[config.mk]
export PLATFORM = sky130hd
export DESIGN_NAME = lrs_ctrl
export DESIGN_NICKNAME = d
export VERILOG_FILES = /design/src/core/lrs_pkg.sv /design/src/core/lrs_ctrl.sv /design/src/core/lrs_drp_seq.sv
export SDC_FILE = /design/constraint.sdc
export NUM_CORES = 1
export LEC_CHECK = 0
export BUFFER_PORTS_ARGS = -buffer_cell sky130_fd_sc_hd__buf_4
export CAP_MARGIN = 20
export CORE_ASPECT_RATIO = 0.9
export CORE_UTILIZATION = 25
export CTS_CLUSTER_SIZE = 14
export DETAILED_ROUTE_END_ITERATION = 8
export GPL_TIMING_DRIVEN = 0
export SLEW_MARGIN = 20
export SYNTH_ARGS = -nofsm -noshare
export SYNTH_HDL_FRONTEND = slang
export SYNTH_HIERARCHICAL = 1
export SYNTH_SLANG_ARGS = --single-unit
[constraint.sdc]
create_clock -name ref_clk -period 5.08 [get_ports ref_clk]
set_input_delay 0.508 -clock ref_clk [delete_from_list [all_inputs] [get_ports ref_clk]]
set_output_delay 0.508 -clock ref_clk [all_outputs]
set_load 0.02 [all_outputs]
[src/core/lrs_pkg.sv]
// package for the line rate switch controller: offsets, timings, tables, carriers
// Functional notes
// [RQ1] rate select high means 40G, low 50G
// [RQ2] write one at 0x013C triggers switch, self-clears
// [RQ3] request high two cycles then low starts writes
// [RQ4] after reconfiguration writes, reset the affected core
// [RQ5] writes go to transceiver channel only
// [RQ6] PLLs fixed; switch only selects between them
// [RQ7] switching accepted both directions when idle
// [RQ8] negotiation done when negotiation and training done
// [RQ9] user word output mirrors user register
// [RQ10] reconfig done input releases transceiver reset
// [RQ11] rate mode output: zero 50G, one 40G
// [RQ12] ignore requests until writes and reset finish
package lrs_pkg;
  // register offsets on the register port
  localparam logic [15:0] LRS_OFF_TRIG = 16'h013C;
  localparam logic [15:0] LRS_OFF_USER = 16'h0140;
  localparam logic [15:0] LRS_OFF_STAT = 16'h0144;
  // bit positions
  localparam int LRS_TRIG_BIT = 0;
  localparam int LRS_ST_BUSY = 0;
  localparam int LRS_ST_RATE = 1;
  localparam int LRS_ST_NEG = 2;
  localparam int LRS_ST_XRST = 3;
  // values after reset
  localparam logic [31:0] LRS_USER_RST = 32'h0000_0000;
  localparam logic LRS_RATE_RST = 1'b0;
  // rate encodings
  localparam logic LRS_RATE_40G = 1'b1;
  localparam logic LRS_RATE_50G = 1'b0;
  // timing
  localparam int LRS_CLK_PERIOD_NS = 10;
  localparam int LRS_CORE_RST_NS = 100;
  localparam int LRS_CORE_RST_CYC = (LRS_CORE_RST_NS + LRS_CLK_PERIOD_NS - 1) / LRS_CLK_PERIOD_NS;
  localparam int LRS_CNT_W = 4;
  // request pattern: low, high, high, then low now
  localparam logic [3:0] LRS_REQ_PAT = 4'h6;
  // channel write table: clock select fields only, per rate
  localparam int LRS_N_WR = 4;
  localparam logic [1:0] LRS_LAST_IDX = 2'h3;
  localparam logic [9:0] LRS_DRP_ADDR [LRS_N_WR] = '{10'h010, 10'h011, 10'h012, 10'h013};
  localparam logic [15:0] LRS_DRP_D40 [LRS_N_WR] = '{16'h0002, 16'h0002, 16'h0003, 16'h0003};
  localparam logic [15:0] LRS_DRP_D50 [LRS_N_WR] = '{16'h0003, 16'h0003, 16'h0002, 16'h0002};
  // channel reconfiguration port request
  typedef struct packed {
    logic en;
    logic we;
    logic [9:0] addr;
    logic [15:0] di;
  } lrs_drp_req_t;
  // register port request
  typedef struct packed {
    logic wr_en;
    logic rd_en;
    logic [15:0] addr;
    logic [31:0] wdata;
  } lrs_reg_req_t;
endpackage

[src/core/lrs_ctrl.sv]
// top of the line rate switch controller: triggers, flow, registers
`timescale 1ns/1ps
module lrs_ctrl import lrs_pkg::*; #(
  parameter bit NEG_TRAIN_EN = 1'b1, // negotiation and training option
  parameter bit REG_IF_EN = 1'b1 // register interface option
) (
  input wire logic ref_clk,
  input wire logic rst_n,
  input wire logic rate_sel_in,
  input wire logic mode_change_in,
  input lrs_reg_req_t reg_req,
  output logic [31:0] reg_rdata,
  input wire logic drp_rdy,
  output lrs_drp_req_t drp_req,
  input wire logic reconfig_done_in,
  input wire logic an_done_in,
  input wire logic lt_done_in,
  output logic rate_switch_out,
  output logic rate_mode_out,
  output logic rate_40g_out,
  output logic xcvr_rst_out,
  output logic core_rst_out,
  output logic busy_out,
  output logic neg_done_out,
  output logic [31:0] user_defined_word
);
  typedef enum logic [1:0] {LS_IDLE, LS_RECONF, LS_WAIT_DONE, LS_CORE_RST} lrs_st_t;
  lrs_st_t st_r, st_nxt; // flow state
  logic [2:0] hist_r, hist_nxt; // past request samples
  logic tgt_r, tgt_nxt; // target rate, 1 = 40G
  logic rate_r, rate_nxt; // active rate
  logic xrst_r, xrst_nxt; // transceiver reset
  logic crst_r, crst_nxt; // core reset
  logic [LRS_CNT_W-1:0] cnt_r, cnt_nxt; // core reset length
  logic sw_r, sw_nxt; // switch pulse
  logic neg_r, neg_nxt; // negotiation done
  logic [31:0] user_r, user_nxt; // user register
  logic [31:0] rd_r, rd_nxt; // read data
  logic pin_trig; // request pattern seen
  logic reg_trig; // trigger register written with one
  logic seq_start; // start the write sequencer
  logic seq_done; // writes finished
  logic neg_both; // both completions present

  // two-high-then-low pattern on the request input [RQ3]
  assign pin_trig = ({hist_r, mode_change_in} == LRS_REQ_PAT);
  // write one to the self-clearing trigger [RQ2]
  assign reg_trig = REG_IF_EN && reg_req.wr_en && (reg_req.addr == LRS_OFF_TRIG)
                    && reg_req.wdata[LRS_TRIG_BIT];
  // new request only taken in idle, either direction [RQ7] [RQ12]
  assign seq_start = (st_r == LS_IDLE) && (pin_trig || reg_trig);
  assign neg_both = an_done_in && lt_done_in;

  // channel write sequencer
  lrs_drp_seq u_seq (
    .ref_clk(ref_clk),
    .rst_n(rst_n),
    .start(seq_start),
    .rate_40g(tgt_nxt),
    .drp_rdy(drp_rdy),
    .drp_req(drp_req),
    .done(seq_done)
  );

  // flow next state
  always_comb begin
    st_nxt = st_r;
    hist_nxt = {hist_r[1:0], mode_change_in};
    tgt_nxt = tgt_r;
    rate_nxt = rate_r;
    xrst_nxt = xrst_r;
    crst_nxt = crst_r;
    cnt_nxt = cnt_r;
    sw_nxt = 1'b0;
    case (st_r)
      LS_IDLE: begin
        if (seq_start) begin
          tgt_nxt = rate_sel_in ? LRS_RATE_40G : LRS_RATE_50G; // [RQ1]
          sw_nxt = reg_trig; // [RQ2]
          xrst_nxt = 1'b1;
          st_nxt = LS_RECONF;
        end
      end
      LS_RECONF: begin
        // writes done: present the new rate to the core [RQ11]
        if (seq_done) begin
          rate_nxt = tgt_r;
          st_nxt = LS_WAIT_DONE;
        end
      end
      LS_WAIT_DONE: begin
        // release transceiver reset and start core reset in the same cycle [RQ10] [RQ4]
        if (reconfig_done_in) begin
          xrst_nxt = 1'b0;
          crst_nxt = 1'b1;
          cnt_nxt = '0;
          st_nxt = LS_CORE_RST;
        end
      end
      LS_CORE_RST: begin
        // hold core reset for the set length [RQ4]
        if (cnt_r == LRS_CNT_W'(LRS_CORE_RST_CYC - 1)) begin
          crst_nxt = 1'b0;
          st_nxt = LS_IDLE;
        end else begin
          cnt_nxt = cnt_r + 1'b1;
        end
      end
      default: st_nxt = LS_IDLE;
    endcase
  end

  // flow registers
  always_ff @(posedge ref_clk or negedge rst_n) begin
    if (!rst_n) begin
      st_r <= LS_IDLE;
      hist_r <= '0;
      tgt_r <= LRS_RATE_RST;
      rate_r <= LRS_RATE_RST;
      xrst_r <= 1'b0;
      crst_r <= 1'b0;
      cnt_r <= '0;
      sw_r <= 1'b0;
    end else begin
      st_r <= st_nxt;
      hist_r <= hist_nxt;
      tgt_r <= tgt_nxt;
      rate_r <= rate_nxt;
      xrst_r <= xrst_nxt;
      crst_r <= crst_nxt;
      cnt_r <= cnt_nxt;
      sw_r <= sw_nxt;
    end
  end

  // register port and status next values
  always_comb begin
    user_nxt = user_r;
    rd_nxt = rd_r;
    neg_nxt = NEG_TRAIN_EN && neg_both; // [RQ8]
    if (REG_IF_EN && reg_req.wr_en && (reg_req.addr == LRS_OFF_USER)) begin
      user_nxt = reg_req.wdata; // [RQ9]
    end
    if (reg_req.rd_en) begin
      rd_nxt = 32'h0000_0000; // trigger and unmapped read zero [RQ2]
      if (REG_IF_EN && (reg_req.addr == LRS_OFF_USER)) begin
        rd_nxt = user_r;
      end else if (REG_IF_EN && (reg_req.addr == LRS_OFF_STAT)) begin
        rd_nxt[LRS_ST_BUSY] = (st_r != LS_IDLE);
        rd_nxt[LRS_ST_RATE] = rate_r;
        rd_nxt[LRS_ST_NEG] = neg_r;
        rd_nxt[LRS_ST_XRST] = xrst_r;
      end
    end
  end

  // register port registers
  always_ff @(posedge ref_clk or negedge rst_n) begin
    if (!rst_n) begin
      user_r <= LRS_USER_RST;
      rd_r <= 32'h0000_0000;
      neg_r <= 1'b0;
    end else begin
      user_r <= user_nxt;
      rd_r <= rd_nxt;
      neg_r <= neg_nxt;
    end
  end

  assign reg_rdata = rd_r;
  assign rate_switch_out = sw_r;
  assign rate_mode_out = rate_r; // [RQ11]
  assign rate_40g_out = rate_r;
  assign xcvr_rst_out = xrst_r;
  assign core_rst_out = crst_r;
  assign busy_out = (st_r != LS_IDLE);
  assign neg_done_out = neg_r;
  assign user_defined_word = user_r;
endmodule

[src/core/lrs_drp_seq.sv]
// channel reconfiguration write sequencer
`timescale 1ns/1ps
module lrs_drp_seq import lrs_pkg::*; (
  input wire logic ref_clk,
  input wire logic rst_n,
  input wire logic start,
  input wire logic rate_40g,
  input wire logic drp_rdy,
  output lrs_drp_req_t drp_req,
  output logic done
);
  typedef enum logic [1:0] {SQ_IDLE, SQ_ISSUE, SQ_WAIT, SQ_DONE} lrs_sq_t;
  lrs_sq_t st_r, st_nxt; // sequencer state
  logic [1:0] idx_r, idx_nxt; // table entry
  logic rate_r, rate_nxt; // target rate of this run
  lrs_drp_req_t req_r, req_nxt; // registered request
  logic done_r, done_nxt; // one-cycle completion

  // next state: one write per entry, wait each acknowledge
  always_comb begin
    st_nxt = st_r;
    idx_nxt = idx_r;
    rate_nxt = rate_r;
    req_nxt = '0;
    done_nxt = 1'b0;
    case (st_r)
      SQ_IDLE: begin
        if (start) begin
          idx_nxt = '0;
          rate_nxt = rate_40g;
          st_nxt = SQ_ISSUE;
        end
      end
      SQ_ISSUE: begin
        // only channel addresses, clock select values; no common retune [RQ5] [RQ6]
        req_nxt.en = 1'b1;
        req_nxt.we = 1'b1;
        req_nxt.addr = LRS_DRP_ADDR[idx_r];
        req_nxt.di = rate_r ? LRS_DRP_D40[idx_r] : LRS_DRP_D50[idx_r];
        st_nxt = SQ_WAIT;
      end
      SQ_WAIT: begin
        if (drp_rdy) begin
          if (idx_r == LRS_LAST_IDX) begin
            st_nxt = SQ_DONE;
          end else begin
            idx_nxt = idx_r + 2'h1;
            st_nxt = SQ_ISSUE;
          end
        end
      end
      SQ_DONE: begin
        done_nxt = 1'b1;
        st_nxt = SQ_IDLE;
      end
      default: st_nxt = SQ_IDLE;
    endcase
  end

  // registers
  always_ff @(posedge ref_clk or negedge rst_n) begin
    if (!rst_n) begin
      st_r <= SQ_IDLE;
      idx_r <= '0;
      rate_r <= 1'b0;
      req_r <= '0;
      done_r <= 1'b0;
    end else begin
      st_r <= st_nxt;
      idx_r <= idx_nxt;
      rate_r <= rate_nxt;
      req_r <= req_nxt;
      done_r <= done_nxt;
    end
  end

  assign drp_req = req_r;
  assign done = done_r;
endmodule

==> results.py <==
metrics = {
    "run_status": {
        "run_status": "finished clean",
    },
    "synthesis": {
        "post-synth-top-area-cell": "sky130_fd_sc_hd__dfrtp_1",
        "yosys_warnings": 6,
        "post_synth_top_area_share_pct": 58.0,
        "synth_area_per_cell_um2": 13.1,
        "synth-edff-count": 0,
        "syn-cell-area_um2": 3840,
        "synth_async_sr_flop_share_pct": 100,
        "synth-seq-cells": 89,
        "sequential_area_share_after_synthesis_pct": 58.0,
        "synth_top_cells_by_area": "sky130_fd_sc_hd__dfrtp_1 (58%), sky130_fd_sc_hd__mux2_2 (9.7%), sky130_fd_sc_hd__a22o_1 (6.6%), sky130_fd_sc_hd__buf_4 (4.9%), sky130_fd_sc_hd__ha_1 (2.3%)",
        "synthCells": 294,
        "post_synth_num_cell_types": 46,
        "dominantRegCellSynth": "sky130_fd_sc_hd__dfrtp_1",
    },
    "final_layout": {
        "antennaDiodeCount": 0,
        "multiInputGateArea_um2": 1390,
        "synthToLayoutAreaGrowth_pct": 43.5,
        "finalNetCount": 526,
        "layout.cells.non_filler": 664,
        "layout-drive-gt1-share_pct": 48.3,
        "fill_cells": 1484,
        "register_area_um2": 2230,
    },
    "floorplan": {
        "row_count": 42,
        "start_util_pct": 25.8,
        "die_height_um": 120,
        "chipWidth_um": 133,
        "die_area_um2": 15800,
        "boundaryPins": 157,
        "fp.coreArea_um2": 14900,
    },
    "timing": {
        "maxSlewViolCount": 0,
        "slack_of_the_critical_path_ps": 2720,
        "grt_setup_unrepaired": "no",
        "max-slew-margin-rel_pct": 58.1,
        "fmax_ghz": 0.424,
        "post-route-period-util_pct": 46.5,
        "timing.final.hold_violations": 0,
        "hold-worst-slack_ps": 154,
        "timing.clock.skew_ps": 4.41,
        "worst_pin_slew_ps": 623,
        "setup-violations-final": 0,
        "finalCriticalPeriod_ps": 2360,
        "fin_setup_tns_ps": 0,
    },
    "setup_path": {
        "top_family_by_delay_on_critical_path": "simple AND/OR/NAND/NOR gates",
        "crit_chain": "buf_4, or4b_4, or3_4, nor3b_4, buf_6, mux2_2",
        "critPathArrivalTime_ps": 2580,
        "maximum_single_stage_delay_on_the_critical_path_ps": 570,
        "required_worst_endpoint_ps": 5300,
        "path_class": "in -> reg",
        "critical_path.endpoint_type": "flop",
        "setup.worst_path.start_class": "input port",
        "cp_num_buf_inv": 2,
        "critical-path-slowest-cell": "sky130_fd_sc_hd__or4b_4",
        "worst-path-max-fanout": 10,
    },
    "worst_hold_path": {
        "hold_class": "in -> async",
    },
    "routing": {
        "ant_nets": 0,
        "drt-total-wl_mm": 9.34,
        "drt_first_pass_iters": 4,
        "via_per_inst": 4.26,
        "num_vias": 2830,
        "post-route-drc-count": 0,
        "drt_iter0_drc": 52,
        "wl_per_cell_um": 14.1,
    },
    "global_route": {
        "grt_pass1_wl_mm": 14.6,
        "grt_usage_pct": 12.1,
        "grt_remaining_overflow": 0,
        "grt_pass1_vias": 2771,
        "grt_antenna_before_repair": 0,
        "largest_net_degree_at_the_start_of_global_routing": 50,
    },
    "clocking": {
        "clk_pin_slew_ps": 60,
        "cts.sinks": 89,
        "postCtsSetupBuffers": 0,
        "cts-buffers-inserted": 9,
        "clk-insertion-delay-late_ps": 340,
        "htreeDepth": 3,
        "cts.root.buffer_cell": "sky130_fd_sc_hd__clkbuf_16",
        "post_cts_resized": 0,
        "cts-root-to-sink-buffers": 2,
        "cts.hold.buffers_added": 0,
        "cts_tree": "yes",
    },
    "power": {
        "vdd_drop_max_mv": 0.201,
        "p_per_area_nw_per_um2": 351,
        "total_power_mw": 1.93,
        "static-leakage-power_nw": 2.89,
    },
    "placed_design": {
        "globalplace.congestion": 0.738,
        "dp_cells": 648,
        "dp_slack_ps": 2290,
        "dpl.hpwl_mm": 7.06,
        "io_buffers": 135,
    },
    "flow_run": {
        "max_cap_violations": 0,
    },
}
==> Yosys cell counts (2+ instances only) <==
master and number:
sky130_fd_sc_hd__ha_1 7, sky130_fd_sc_hd__nand2_1 10, sky130_fd_sc_hd__a221o_1 4, sky130_fd_sc_hd__nand4_1 3
sky130_fd_sc_hd__nor2_1 9, sky130_fd_sc_hd__nor3_1 3, sky130_fd_sc_hd__nor4_1 2, sky130_fd_sc_hd__buf_2 3
sky130_fd_sc_hd__clkbuf_1 4, sky130_fd_sc_hd__nor2b_1 8, sky130_fd_sc_hd__mux2_2 33, sky130_fd_sc_hd__mux2_1 2
sky130_fd_sc_hd__a221oi_1 3, sky130_fd_sc_hd__nand4b_1 2, sky130_fd_sc_hd__buf_6 3, sky130_fd_sc_hd__nand2b_1 3
sky130_fd_sc_hd__and2_1 2, sky130_fd_sc_hd__a21oi_1 3, sky130_fd_sc_hd__inv_1 13, sky130_fd_sc_hd__o21ai_0 11
sky130_fd_sc_hd__a22o_1 29, sky130_fd_sc_hd__dfrtp_1 89, sky130_fd_sc_hd__buf_4 25
==> per-layer routing <==
metal | global-route usage (%) | up-vias | part of all wire, %
met3 | 4.06 | 9 | 6.1
met1 | 15.6 | 1371 | 44
met5 | 0 | - | 0
li1 | - | 1356 | -
met2 | 19.2 | 94 | 48
met4 | 3.88 | 0 | 1.3
==> worst paths after layout <==
check                               start  slack (ps)  cells after the start                    end
min                                 rst_n         150                      1          reg_rdata[23]
max                           reg_req[41]        2720                      6  user_defined_word[22]
max reg2reg                      cnt_r[0]        3070                      6                st_r[1]
max in group asynchronous           rst_n        4290                      2              hist_r[2]
min reg2reg                     hist_r[0]         370                      0              hist_r[1]
min in group ref_clk       mode_change_in         290                      1              hist_r[0]
==> where the power goes <==
group	internal (mW)	switching [mW]
sequential	0.769	0.0626
combinational	0.203	0.227
clock	0.396	0.276
total	1.37	0.565
==> flip-flops by register name, summed over array words and instances, names as in the netlist <==
name               flops
u_seq/idx_r            2
core_rst_out           1
u_seq/rate_r           1
tgt_r                  1
u_seq/drp_req          4
u_seq/st_r             2
st_r                   2
user_defined_word     32
hist_r                 3
xcvr_rst_out           1
u_seq/done             1
rate_40g_out           1
reg_rdata             32
neg_done_out           1
cnt_r                  4
rate_switch_out        1
==> metrics by stage <==
stage	cell area (µm²)	utilization (%)
after floorplan	3910	-
after global placement	5170	34.8
after detailed placement	5200	35.0
after CTS	5510	37.0
after global routing	5510	37.0
final	5510	37.0
==> placed cells by master, fill, tap and decap left out, types with 2 or more instances in the layout <==
cell and count:
sky130_fd_sc_hd__clkinv_2 2, sky130_fd_sc_hd__a221oi_1 3, sky130_fd_sc_hd__mux2_2 33, sky130_fd_sc_hd__inv_1 13, sky130_fd_sc_hd__a21oi_1 3, sky130_fd_sc_hd__conb_1 21, sky130_fd_sc_hd__nand2_1 10, sky130_fd_sc_hd__clkbuf_16 9
sky130_fd_sc_hd__o21ai_0 11, sky130_fd_sc_hd__nor4_1 2, sky130_fd_sc_hd__and2_1 2, sky130_fd_sc_hd__nor2_1 9, sky130_fd_sc_hd__clkbuf_1 4, sky130_fd_sc_hd__mux2_1 2, sky130_fd_sc_hd__nor2b_1 8, sky130_fd_sc_hd__buf_2 3
sky130_fd_sc_hd__nand4_1 3, sky130_fd_sc_hd__dfrtp_1 89, sky130_fd_sc_hd__nand4b_1 2, sky130_fd_sc_hd__buf_6 3, sky130_fd_sc_hd__clkinv_4 2, sky130_fd_sc_hd__buf_4 160, sky130_fd_sc_hd__a221o_1 4, sky130_fd_sc_hd__nor3_1 3
sky130_fd_sc_hd__ha_1 7, sky130_fd_sc_hd__a22o_1 29, sky130_fd_sc_hd__nand2b_1 3
==> cell type report <==
cell class | count | share of cell area, %
Sequential cell | 89 | 40.4
Multi-Input combinational cell | 177 | 25.2
Timing Repair Buffer | 136 | 18.9
Buffer | 35 | 4.57
Tap cell | 198 | 4.50
Clock buffer | 10 | 4.34
Clock inverter | 6 | 1.20
Inverter | 13 | 0.886
==> cell families (layout without fill, tap and decap cells) <==
group | count (synthesis) | count (layout) | share of synthesized area, %
DFF | 89 | 89 | 58.0
AOI/OAI and AO/OA | 56 | 56 | 11.6
and+or+nand+nor | 55 | 55 | 8.97
buffers and inverters | 48 | 200 | 7.83
muxes | 37 | 37 | 10.9
adders and majority gates | 7 | 7 | 2.28
other | 1 | 21 | 0.0977
xor gates and xnor gates | 1 | 1 | 0.228
(Power assumes the default switching activity.)
